<file path="src/qsg_pkg.sv">
// Constants and types for the questionable status group register bank.
// Assumes an APB master with 32-bit data and byte addresses.
package qsg_pkg;

  // ==========================================================================
  // Group layout
  // ==========================================================================
  // Group 0 is the instrument group, groups 1..3 are the phase summaries
  localparam int QSG_GROUPS = 4;
  localparam int QSG_DATA_W = 32;
  localparam int QSG_STRB_W = 4;
  localparam int QSG_LANE_W = 8;

  // ==========================================================================
  // Address fields
  // ==========================================================================
  localparam int QSG_GLOBAL_BIT = 7;
  localparam int QSG_GRP_MSB = 6;
  localparam int QSG_GRP_LSB = 5;
  localparam int QSG_OFF_MSB = 4;
  localparam int QSG_DEC_MSB = 7;
  localparam logic [31:0] QSG_ADDR_HI_MASK = 32'hFFFF_FF03;

  // ==========================================================================
  // Per-group offsets within a group window
  // ==========================================================================
  localparam logic [4:0] QSG_OFF_COND = 5'h00;
  localparam logic [4:0] QSG_OFF_EVENT = 5'h04;
  localparam logic [4:0] QSG_OFF_ENABLE = 5'h08;
  localparam logic [4:0] QSG_OFF_FALL = 5'h0C;
  localparam logic [4:0] QSG_OFF_RISE = 5'h10;

  // ==========================================================================
  // Global registers
  // ==========================================================================
  localparam logic [7:0] QSG_ADDR_CMD = 8'h80;
  localparam logic [7:0] QSG_ADDR_IRQ_STATUS = 8'h84;
  localparam logic [7:0] QSG_ADDR_IRQ_CLEAR = 8'h88;
  localparam logic [7:0] QSG_ADDR_IRQ_ENABLE = 8'h8C;
  localparam logic [7:0] QSG_ADDR_SUMMARY = 8'h90;

  // Summary register: bit 0 summary, bits 4..7 per-group hits
  localparam int QSG_SUM_QUESTIONABLE_SUMMARY_BIT_BIT = 0;
  localparam int QSG_SUM_HIT_LSB = 4;

  // ==========================================================================
  // Commands and reset values
  // ==========================================================================
  typedef struct packed {
    logic reset;
    logic clear_status;
    logic preset;
  } qsg_cmd_t;

  localparam int QSG_CMD_W = 3;
  localparam logic [31:0] QSG_RDATA_RST = 32'h0000_0000;
  localparam logic [QSG_GROUPS-1:0] QSG_IRQ_RST = 4'h0;

endpackage

</file>
<file path="src/qsg_questionable_status_group.sv">
// Register bank of the questionable status group and its three phase groups.
// Assumes an APB master on pclk; condition inputs synchronous to pclk.
//
// Implementation choices: the APB interface to the registers and the register offsets.
`timescale 1ns/1ps

module qsg_questionable_status_group
  import qsg_pkg::*;
#(
  parameter int WIDTH = 16
) (
  input wire logic pclk,
  input wire logic presetn,
  input wire logic psel,
  input wire logic penable,
  input wire logic pwrite,
  input wire logic [31:0] paddr,
  input wire logic [QSG_DATA_W-1:0] pwdata,
  input wire logic [QSG_STRB_W-1:0] pstrb,
  input wire logic [QSG_GROUPS-1:0][WIDTH-1:0] cond_in,
  output logic [QSG_DATA_W-1:0] prdata,
  output logic pready,
  output logic pslverr,
  output logic questionable_summary_bit,
  output logic irq,
  output logic instr_reset
);

  // ==========================================================================
  // Elaboration check
  // ==========================================================================
  generate
    if (WIDTH < 1 || WIDTH > QSG_DATA_W) begin : g_bad_width
      $error("WIDTH must lie between 1 and 32");
    end
  endgenerate

  // ==========================================================================
  // State
  // ==========================================================================
  logic [WIDTH-1:0] enable_reg [QSG_GROUPS];
  logic [WIDTH-1:0] falling_edge_filter_reg [QSG_GROUPS];
  logic [WIDTH-1:0] rising_edge_filter_reg [QSG_GROUPS];
  logic [WIDTH-1:0] event_reg [QSG_GROUPS];
  logic [WIDTH-1:0] event_next [QSG_GROUPS];
  logic [WIDTH-1:0] cond_prev_reg [QSG_GROUPS];
  logic [WIDTH-1:0] event_set [QSG_GROUPS];
  logic [QSG_GROUPS-1:0] group_hit;
  logic [QSG_GROUPS-1:0] group_new;
  logic [QSG_GROUPS-1:0] irq_status_reg;
  logic [QSG_GROUPS-1:0] irq_status_next;
  logic [QSG_GROUPS-1:0] irq_enable_reg;
  logic [QSG_DATA_W-1:0] prdata_reg;
  logic pready_reg;
  logic pslverr_reg;
  logic questionable_summary_bit_reg;
  logic irq_reg;
  logic instr_reset_reg;

  // ==========================================================================
  // APB decode
  // ==========================================================================
  logic setup_done;
  logic complete;
  logic addr_ok;
  logic is_global;
  logic [1:0] grp_sel;
  logic [4:0] grp_off;
  logic mapped;
  logic read_only;
  logic [QSG_DATA_W-1:0] rd_val;
  logic [QSG_DATA_W-1:0] lane_mask;
  logic wr_en;
  logic rd_en;
  logic [QSG_DATA_W-1:0] wdata_lanes;
  qsg_cmd_t cmd;

  // First access cycle samples, second one completes
  assign setup_done = psel & penable & ~pready_reg;
  assign complete = psel & penable & pready_reg;
  assign addr_ok = (paddr & QSG_ADDR_HI_MASK) == '0;
  assign is_global = paddr[QSG_GLOBAL_BIT];
  assign grp_sel = paddr[QSG_GRP_MSB:QSG_GRP_LSB];
  assign grp_off = paddr[QSG_OFF_MSB:0];

  // Byte enables widen into a bit mask
  genvar ln;
  generate
    for (ln = 0; ln < QSG_STRB_W; ln++) begin : g_lane
      assign lane_mask[ln*QSG_LANE_W +: QSG_LANE_W] = {QSG_LANE_W{pstrb[ln]}};
    end
  endgenerate

  always_comb begin
    rd_val = '0;
    mapped = 1'b0;
    read_only = 1'b0;
    if (addr_ok && !is_global) begin
      case (grp_off)
        QSG_OFF_COND: begin
          rd_val = QSG_DATA_W'(cond_in[grp_sel]);
          mapped = 1'b1;
          read_only = 1'b1;
        end
        QSG_OFF_EVENT: begin
          rd_val = QSG_DATA_W'(event_reg[grp_sel]);
          mapped = 1'b1;
          read_only = 1'b1;
        end
        QSG_OFF_ENABLE: begin
          rd_val = QSG_DATA_W'(enable_reg[grp_sel]);
          mapped = 1'b1;
        end
        QSG_OFF_FALL: begin
          rd_val = QSG_DATA_W'(falling_edge_filter_reg[grp_sel]);
          mapped = 1'b1;
        end
        QSG_OFF_RISE: begin
          rd_val = QSG_DATA_W'(rising_edge_filter_reg[grp_sel]);
          mapped = 1'b1;
        end
        default: begin
          mapped = 1'b0;
        end
      endcase
    end else if (addr_ok) begin
      case (paddr[QSG_DEC_MSB:0])
        // Write-only registers read as zero
        QSG_ADDR_CMD: begin
          mapped = 1'b1;
        end
        QSG_ADDR_IRQ_CLEAR: begin
          mapped = 1'b1;
        end
        QSG_ADDR_IRQ_STATUS: begin
          rd_val = QSG_DATA_W'(irq_status_reg);
          mapped = 1'b1;
          read_only = 1'b1;
        end
        QSG_ADDR_IRQ_ENABLE: begin
          rd_val = QSG_DATA_W'(irq_enable_reg);
          mapped = 1'b1;
        end
        QSG_ADDR_SUMMARY: begin
          rd_val[QSG_SUM_QUESTIONABLE_SUMMARY_BIT_BIT] = questionable_summary_bit_reg;
          rd_val[QSG_SUM_HIT_LSB +: QSG_GROUPS] = group_hit;
          mapped = 1'b1;
          read_only = 1'b1;
        end
        default: begin
          mapped = 1'b0;
        end
      endcase
    end
  end

  // Side effects happen only at the completing edge
  assign wr_en = complete & pwrite & mapped & ~read_only;
  assign rd_en = complete & ~pwrite & mapped;
  assign wdata_lanes = pwdata & lane_mask;

  // Commands are self-clearing strobes
  always_comb begin
    cmd = '0;
    if (wr_en && is_global && paddr[QSG_DEC_MSB:0] == QSG_ADDR_CMD) begin
      cmd = qsg_cmd_t'(wdata_lanes[QSG_CMD_W-1:0]);
    end
  end

  // ==========================================================================
  // APB answer
  // ==========================================================================
  always_ff @(posedge pclk or negedge presetn) begin
    if (!presetn) begin
      pready_reg <= 1'b0;
    end else begin
      pready_reg <= setup_done;
    end
  end

  // Read data latched at the same edge that raises pready
  always_ff @(posedge pclk or negedge presetn) begin
    if (!presetn) begin
      prdata_reg <= QSG_RDATA_RST;
    end else if (setup_done) begin
      prdata_reg <= pwrite ? QSG_RDATA_RST : rd_val;
    end
  end

  // Unmapped address or write to a read-only register
  always_ff @(posedge pclk or negedge presetn) begin
    if (!presetn) begin
      pslverr_reg <= 1'b0;
    end else begin
      pslverr_reg <= setup_done & ~(mapped & ~(pwrite & read_only));
    end
  end

  // ==========================================================================
  // Status groups
  // ==========================================================================
  // One instrument group plus three phase groups
  genvar g;
  generate
    for (g = 0; g < QSG_GROUPS; g++) begin : g_group
      logic grp_wr;
      logic ev_read;
      logic [WIDTH-1:0] ev_clear;
      logic [WIDTH-1:0] wr_bits;
      logic [WIDTH-1:0] wr_keep;

      assign grp_wr = wr_en & ~is_global & (grp_sel == 2'(g));
      assign ev_read = rd_en & ~is_global & (grp_sel == 2'(g)) & (grp_off == QSG_OFF_EVENT);
      // Bit n of the write is bit n of the mask
      assign wr_bits = wdata_lanes[WIDTH-1:0];
      assign wr_keep = ~lane_mask[WIDTH-1:0];

      always_ff @(posedge pclk or negedge presetn) begin
        if (!presetn) begin
          enable_reg[g] <= '0;
        end else if (cmd.preset) begin
          enable_reg[g] <= '0;
        end else if (grp_wr && grp_off == QSG_OFF_ENABLE) begin
          enable_reg[g] <= (enable_reg[g] & wr_keep) | wr_bits;
        end
      end

      always_ff @(posedge pclk or negedge presetn) begin
        if (!presetn) begin
          falling_edge_filter_reg[g] <= '0;
        end else if (cmd.preset) begin
          falling_edge_filter_reg[g] <= '0;
        end else if (grp_wr && grp_off == QSG_OFF_FALL) begin
          falling_edge_filter_reg[g] <= (falling_edge_filter_reg[g] & wr_keep) | wr_bits;
        end
      end

      always_ff @(posedge pclk or negedge presetn) begin
        if (!presetn) begin
          rising_edge_filter_reg[g] <= '0;
        end else if (cmd.preset) begin
          rising_edge_filter_reg[g] <= '1;
        end else if (grp_wr && grp_off == QSG_OFF_RISE) begin
          rising_edge_filter_reg[g] <= (rising_edge_filter_reg[g] & wr_keep) | wr_bits;
        end
      end

      always_ff @(posedge pclk or negedge presetn) begin
        if (!presetn) begin
          cond_prev_reg[g] <= '0;
        end else begin
          cond_prev_reg[g] <= cond_in[g];
        end
      end

      assign event_set[g] = (cond_in[g] & ~cond_prev_reg[g] & rising_edge_filter_reg[g])
                          | (~cond_in[g] & cond_prev_reg[g] & falling_edge_filter_reg[g]);

      // A read clears only the bits it returned; clear_status clears every bit
      assign ev_clear = ({WIDTH{ev_read}} & prdata_reg[WIDTH-1:0]) | {WIDTH{cmd.clear_status}};

      // Sticky, new events beat a clear
      assign event_next[g] = (event_reg[g] & ~ev_clear) | event_set[g];

      // Instrument reset does not touch events
      always_ff @(posedge pclk or negedge presetn) begin
        if (!presetn) begin
          event_reg[g] <= '0;
        end else begin
          event_reg[g] <= event_next[g];
        end
      end

      assign group_hit[g] = |(event_reg[g] & enable_reg[g]);
      assign group_new[g] = |event_set[g];
    end
  endgenerate

  // ==========================================================================
  // Summary and command outputs
  // ==========================================================================
  // Summary bit follows masked events
  always_ff @(posedge pclk or negedge presetn) begin
    if (!presetn) begin
      questionable_summary_bit_reg <= 1'b0;
    end else begin
      questionable_summary_bit_reg <= |group_hit;
    end
  end

  // Pulse toward the rest of the instrument
  always_ff @(posedge pclk or negedge presetn) begin
    if (!presetn) begin
      instr_reset_reg <= 1'b0;
    end else begin
      instr_reset_reg <= cmd.reset;
    end
  end

  // ==========================================================================
  // Interrupts
  // ==========================================================================
  // New event of a group sets its bit; set wins over write-one-to-clear
  always_comb begin
    irq_status_next = irq_status_reg;
    if (wr_en && is_global && paddr[QSG_DEC_MSB:0] == QSG_ADDR_IRQ_CLEAR) begin
      irq_status_next = irq_status_reg & ~wdata_lanes[QSG_GROUPS-1:0];
    end
    irq_status_next = irq_status_next | group_new;
  end

  always_ff @(posedge pclk or negedge presetn) begin
    if (!presetn) begin
      irq_status_reg <= QSG_IRQ_RST;
    end else begin
      irq_status_reg <= irq_status_next;
    end
  end

  always_ff @(posedge pclk or negedge presetn) begin
    if (!presetn) begin
      irq_enable_reg <= QSG_IRQ_RST;
    end else if (wr_en && is_global && paddr[QSG_DEC_MSB:0] == QSG_ADDR_IRQ_ENABLE) begin
      irq_enable_reg <= wdata_lanes[QSG_GROUPS-1:0];
    end
  end

  // Registered from the next status value, so in step with the status bit
  always_ff @(posedge pclk or negedge presetn) begin
    if (!presetn) begin
      irq_reg <= 1'b0;
    end else begin
      irq_reg <= |(irq_status_next & irq_enable_reg);
    end
  end

  // ==========================================================================
  // Output drive
  // ==========================================================================
  assign prdata = prdata_reg;
  assign pready = pready_reg;
  assign pslverr = pslverr_reg;
  assign questionable_summary_bit = questionable_summary_bit_reg;
  assign irq = irq_reg;
  assign instr_reset = instr_reset_reg;

endmodule // qsg_questionable_status_group

</file>
<file path="config.mk">
export PLATFORM = sky130hd
export DESIGN_NAME = qsg_questionable_status_group
export DESIGN_NICKNAME = d
export VERILOG_FILES = /design/src/qsg_pkg.sv /design/src/qsg_questionable_status_group.sv
export SDC_FILE = /design/constraint.sdc
export NUM_CORES = 1
export LEC_CHECK = 0
export BUFFER_PORTS_ARGS = -buffer_cell sky130_fd_sc_hd__buf_2
export CAP_MARGIN = 20
export CORE_AREA = 2 2 182 184
export CTS_BUF_LIST = sky130_fd_sc_hd__clkbuf_2
export DETAILED_ROUTE_END_ITERATION = 8
export DIE_AREA = 0 0 184 186
export GPL_TIMING_DRIVEN = 0
export PLACE_DENSITY = 0.74
export SLEW_MARGIN = 20
export SYNTH_ARGS = -nofsm -noshare
export SYNTH_HDL_FRONTEND = slang
export SYNTH_SLANG_ARGS = --single-unit
</file>
<file path="constraint.sdc">
create_clock -name pclk -period 2.84 [get_ports pclk]
set_clock_uncertainty 0.05 [all_clocks]
set_input_delay 0.284 -clock pclk [delete_from_list [all_inputs] [get_ports pclk]]
set_output_delay 0.284 -clock pclk [all_outputs]
set_load 0.02 [all_outputs]
</file>
==> out/results.ini, run 1 <==
[logic_synthesis]
ys_ff_latch=349
ys_warn_count=0
synth_ff_type=dfrtp_1
ys_seq_area_share_pct=49.9
async_flop_share_pct=100
synth_edf_count=0
ys_types=56
synth_cells=1612
syn_area_um2=17500
syn_avg_cell_area_um2=10.9

[sta]
hold_viol=0
setup-tns-final_ns=-0.307
worst_slack_ns=-0.0598
fmax_mhz=345
period_minus_slack_ns=2.90
timing.final.crit_share_pct=102
finalSetupViolCount=12
worstMarginPinSlew_ns=1.21
holdWs_ns=0.0348
rsz0062_at_grt=yes
slew_headroom_pct=19.4
final_max_slew_viol_count=0

[routing]
vias_per_cell=6.77
drt-wirelength-per-cell_um=30.0
ant_nets=0
routed_wl_um=75200
drtIter0Drc=2199
drtPass1Iterations=8
drc=0
vias=17000

[power]
p_per_area_nw_per_um2=449
power.leakage_nw=10.5
ir_worst_vdd_mv=0.409
totalPowerFinal_mw=9.71

[global_routing]
grt_pass1_vias=16600
grt_pass1_wl_um=108000
grt_use_total_pct=44.9
overflow=0
grt_max_degree=88
antenna_found_initial=3

[setup_path]
slowest_delay_ns=0.59
crit_family=buffers and inverters
worst-path-max-fanout=10
arrival_ns=3.69
crit_type=in2reg
critPathLaunchType=input pin
reg2reg_slack_ns=-0.06
path_cells=dlygate4sd3_1 > buf_2 > or2_1 > buf_2 > nand2_1 > and4_1 > buf_2 > buf_2 > nand4_1 > clkbuf_1 > nand2_1 > o211ai_1
critPathRequiredTime_ns=3.63
worst-path-buf-inv=6
end_kind=flip-flop
path_common_cell=buf_2
slowest_stage=nand4_1

[cts]
cts.htree.levels=3
cts_tree=done
clkSinkCount=349
cts.reportedPaths.clkPinSlew_ns=0.11
cts_buffer_depth=3
cts_root_buffer=clkbuf_2
worstSkewPairLatency_ns=1.09
cts_buffers=92

[floorplanning]
die-area_um2=34200
rows=66
die_x_um=184
floorplan.io_pins=174
core-area_um2=32200
die_h_um=186
initial_utilization_pct=54.4

[placed_design]
post-place-ws_ns=-0.863
gp_routability_congestion=1.06
place_hpwl_um=53100
place_area_um2=18900
port-buffer-count=130
dpl.cell_count=2169

[outcome]
violations=negative setup slack
status=finished with violations

[cells_and_area]
area_growth_syn_to_layout_pct=23.4
stdcell_count=2508
post-route-util_pct=67.1
regArea_um2=8730
multi_input_area_um2=8280
finish.net_count=2178
fin_area_um2=21600
drive_gt1_share_pct=21.1
n_fill_cell=2457

[run]
drv_cap=0

[min_path]
min-delay-path-class=in2reg

## cell usage after synthesis (all sizes together) (3+ instances only)
library cell  number  share of area, %
a211oi             5              0.29
a21oi             20              0.57
a221oi             6              0.30
a22o              15              0.75
a22oi             32               1.4
a31o              32               1.6
a32o               6              0.34
and2               5              0.18
and3               4              0.14
and4               9              0.45
buf               55               1.8
clkbuf            64               1.4
dfrtp            349                50
inv               28              0.60
mux2i            132               7.5
mux4              80                10
nand2            266               5.7
nand3             66               1.9
nand3b            56               2.4
nand4             35               1.5
nor2              84               1.8
nor3               6              0.17
nor3b              3              0.22
nor4              24              0.93
o211ai            22              0.94
o21a              15              0.64
o21ai            121               3.5
o21bai            17              0.73
o22a               3              0.15
o22ai             20              0.71
o31a               4              0.20
or2                4              0.14
or3                6              0.21
or4                3              0.13
## cell usage in the layout, fill, tap and decap left out, drive strengths merged, types with 5 or more instances in the layout
| cell | count |
|---|---|
| a32o | 6 |
| inv | 28 |
| buf | 198 |
| o22ai | 20 |
| a21oi | 20 |
| dlygate4sd3 | 173 |
| o21bai | 17 |
| clkinv | 22 |
| a221oi | 6 |
| nor2 | 84 |
| o21a | 15 |
| nand4 | 35 |
| dfrtp | 349 |
| o211ai | 22 |
| o21ai | 121 |
| mux4 | 80 |
| and4 | 9 |
| a211oi | 5 |
| nand3 | 66 |
| a22o | 15 |
| a22oi | 32 |
| and2 | 5 |
| nor4 | 24 |
| nor3 | 6 |
| clkbuf | 191 |
| mux2i | 132 |
| or3 | 6 |
| a31o | 32 |
| nand3b | 56 |
| nand2 | 266 |
| conb | 16 |
## path summary, 6_finish.rpt
kind                                                to               from  cells after the start
max                         rising_edge_filter_reg[45]           paddr[5]                     12
min                        falling_edge_filter_reg[20]          pwdata[4]                      4
max reg2reg                 rising_edge_filter_reg[29]             pready                      6
min reg2reg                          irq_enable_reg[1]  irq_enable_reg[1]                      2
max in group asynchronous            cond_prev_reg[53]            presetn                      5
min in group asynchronous               enable_reg[59]            presetn                      4
## tightest hold or removal path, delay by kind of cell
kind                   cells  cell delay (ns)
buffers and inverters      2             0.65
multiplexers               1             0.07
AND/OR/NAND/NOR            1             0.07
## where the power goes
group	internal [mW]	switching [mW]	leakage, nW
clock network	1.36	2.26	0.584
logic	0.427	0.530	5.39
registers	5.06	0.0819	4.57
## routing by layer
metal  vias up  wire length [µm]  track usage [%]
li1       6827                 -                -
met1      8398             28200             59.0
met2      1440             31900             64.8
met3       317             10600             16.8
met4         2              4500             24.4
met5         -                51             1.33
## layout make-up
cell class                 count  area share (%)
timing repair buffer         322            12.2
tap                          408            2.36
inverter                      28           0.486
antenna                        4          0.0463
clock buffer                 123            2.85
clock inverter                26           0.804
sequential                   349            40.4
multi-input combinational   1131            38.3
buffer                       117            2.60
## repair_timing
item / 4_1_cts / 5_1_grt
hold endpoints to repair: 582 / 0
resized for setup: 7 / 15
buffers inserted: 4 / 10
pin swaps: 3 / 8
endpoints found under the setup margin: 113 / 183
hold buffers: 174 / 0
## kinds of logic (layout without fill, tap and decap cells)
family	count (synthesis)	in the layout	share of synthesized area (%)
and+or+nand+nor	580	580	16.2
other	1	20	0.0214
AOI/OAI and AO/OA	321	321	12.2
DFF	349	349	49.9
muxes	214	214	18.0
buffers and inverters	147	616	3.72
Note: power is estimated with default switching activity, not from simulation.
==> inputs of run 2 (changes only) <==
--- a/config.mk
+++ b/config.mk
@@ -5,7 +5,7 @@
 export SDC_FILE = /design/constraint.sdc
 export NUM_CORES = 1
 export LEC_CHECK = 0
-export BUFFER_PORTS_ARGS = -buffer_cell sky130_fd_sc_hd__buf_2
+export BUFFER_PORTS_ARGS = -buffer_cell sky130_fd_sc_hd__buf_4
 export CAP_MARGIN = 20
 export CORE_AREA = 2 2 182 184
 export CTS_BUF_LIST = sky130_fd_sc_hd__clkbuf_2
==> run 2 against run 1 <==
  * The run ends with negative hold slack, negative setup slack left
  * Clock power is 2% higher
  * Sequential power is essentially flat
  * Critical path depth shrank 5
  * Core utilization grew 1.2 points
  * Worst setup slack got worse by 0.14 ns
  * Global-route usage increased by 0.12 points
  * Design area grew 1.8%
  * Power up 1.4%
  * Largest cell class unchanged
==> out/results.ini, run 2 (synthesized netlist as in run 1, its figures left out) <==
[placed_design]
port-buffer-count=130  ; unchanged
place_area_um2=19200  ; +1.6%
dpl.cell_count=2168  ; -0.046%
place_hpwl_um=53400  ; +0.56%
gp_routability_congestion=1.08  ; +2.0%

[global_routing]
antenna_found_initial=5  ; +2
grt_max_degree=95  ; +8.0%
grt_pass1_vias=16500  ; -0.64%
grt_use_total_pct=45.1  ; +0.12 points
overflow=0  ; unchanged
grt_pass1_wl_um=109000  ; +0.20%

[power]
p_per_area_nw_per_um2=447  ; -0.40%
power.leakage_nw=10.7  ; +1.4%
ir_worst_vdd_mv=0.291  ; -29%
totalPowerFinal_mw=9.85  ; +1.4%

[setup_path]
arrival_ns=3.87  ; +0.18 ns
cp-startpoint=paddr[6]
critPathLaunchType=input pin
timing.rr.start=pready
crit_path_end=event_reg[4]
end_kind=flip-flop
worst-path-max-fanout=10  ; unchanged
reg2reg_depth=8  ; +2
reg2reg_slack_ns=0.19  ; +0.25 ns
crit_type=in2reg
regToRegEndpoint=event_reg[62]
critPathRequiredTime_ns=3.67  ; +0.04 ns

[cells_and_area]
drive_gt1_share_pct=21.4  ; +0.25 points
area_growth_syn_to_layout_pct=25.7
post-route-util_pct=68.3  ; +1.2 points
fin_area_um2=22000  ; +1.8%
finish.net_count=2185  ; +0.32%
final_cell_mix=349 x dfrtp_1, 265 x nand2_1, 178 x dlygate4sd3_1
final_common_cell=dfrtp_1
stdcell_count=2529  ; +0.84%

[cts]
cts_buffer_depth=3  ; unchanged
cts.htree.levels=3  ; unchanged
cts.reportedPaths.clkPinSlew_ns=0.11  ; about the same
cts_tree=done
cts_buffers=91  ; -1.1%
cts_root_buffer=clkbuf_2
worstSkewPairLatency_ns=1.07  ; -0.02 ns
clkSinkCount=349  ; unchanged

[min_path]
min-delay-path-class=in2reg
holdPathStages=6  ; +2

[outcome]
violations=negative hold slack, negative setup slack
status=finished with violations

[routing]
drtIter0Drc=2720  ; +24%
vias=17000  ; +0.10%
drtPass1Iterations=6  ; -2
drt-wirelength-per-cell_um=29.9  ; -0.21%
ant_nets=0  ; unchanged
vias_per_cell=6.72  ; -0.73%
routed_wl_um=75700  ; +0.63%
drc=0  ; unchanged

[sta]
worst_slack_ns=-0.201  ; -0.142 ns
worstMarginPinSlew_ns=1.27  ; +0.0590 ns
setup-tns-final_ns=-1.70  ; -1.39 ns
finalSetupViolCount=13  ; +1
period_minus_slack_ns=3.04  ; +0.142 ns
hold_viol=1  ; +1
slew_headroom_pct=15.5  ; -3.9 points
holdWs_ns=-0.0154  ; -0.0502 ns
final_max_slew_viol_count=0  ; unchanged
timing.final.crit_share_pct=107  ; +5.0 points
fmax_mhz=329  ; -4.7%

[floorplanning]
die_h_um=186  ; unchanged
die_x_um=184  ; unchanged
die-area_um2=34200  ; unchanged
initial_utilization_pct=54.4  ; unchanged
floorplan.io_pins=174  ; unchanged
rows=66  ; unchanged
core-area_um2=32200  ; unchanged

[run]
drv_cap=0  ; unchanged

-- run 2: critical path, stage by stage --
cell,delay (ns)
buf_2,0.19
clkbuf_1,0.93
clkbuf_1,0.84
nand3_1,0.69
clkbuf_1,0.53
o21ai_0,0.28
o21ai_0,0.10
-- run 2: layout make-up --
| type | instances | area (µm²) |
|---|---|---|
| Antenna cell | 3 | 7.51 |
| Tap cell | 408 | 510 |
| Inverter | 28 | 105 |
| Clock buffer | 130 | 651 |
| Clock inverter | 33 | 191 |
| Timing Repair Buffer | 330 | 3010 |
| Fill cell | 2459 | 10200 |
| Multi-Input combinational cell | 1131 | 8250 |
| Sequential cell | 349 | 8730 |
| Buffer | 117 | 557 |
-- run 2: power breakdown --
part / leakage [nW] / internal [mW] / switching (mW)
sequential: 4.57 / 5.06 / 0.0853
combinational: 5.49 / 0.471 / 0.538
clock: 0.624 / 1.42 / 2.28
-- run 2: worst min-delay path by stage --
stage                 from                         end  slack [ns]
2_1_floorplan      presetn  asynchronous set/reset pin       -0.06
3_3_place_gp   cond_in[20]           cond_prev_reg[36]        0.37
3_5_place_dp       presetn           cond_prev_reg[61]        0.26
4_1_cts           paddr[3]                   prdata[0]       0.008
5_1_grt           paddr[3]  rising_edge_filter_reg[31]        0.02
6_report          paddr[7]  rising_edge_filter_reg[47]       -0.02
-- run 2: repair_timing --
item                                    CTS  global route
resized for setup                         5            17
pin swaps                                 4             8
cloned                                    0             0
hold buffers                            178             1
buffers inserted                          4            14
hold endpoints to repair                696             1
endpoints found under the setup margin   91           122
-- run 2: layer usage --
layer / track usage [%] / wire (µm) / vias to the layer above
met3: 14.5 / 10600 / 279
met4: 24.5 / 4560 / 0
met5: 0 / 0 / -
met1: 60.1 / 28000 / 8389
li1: - / - / 6843
met2: 65.8 / 32500 / 1490
-- run 2: per-stage QoR --
step	worst slack [ns]	hold slack, ns
after floorplan	0.486	-0.0616
after global placement	-1.91	0.365
after detailed placement	-0.981	0.259
after CTS	-0.162	0.00817
after global routing	-0.0117	0.0188
final	-0.201	-0.0154
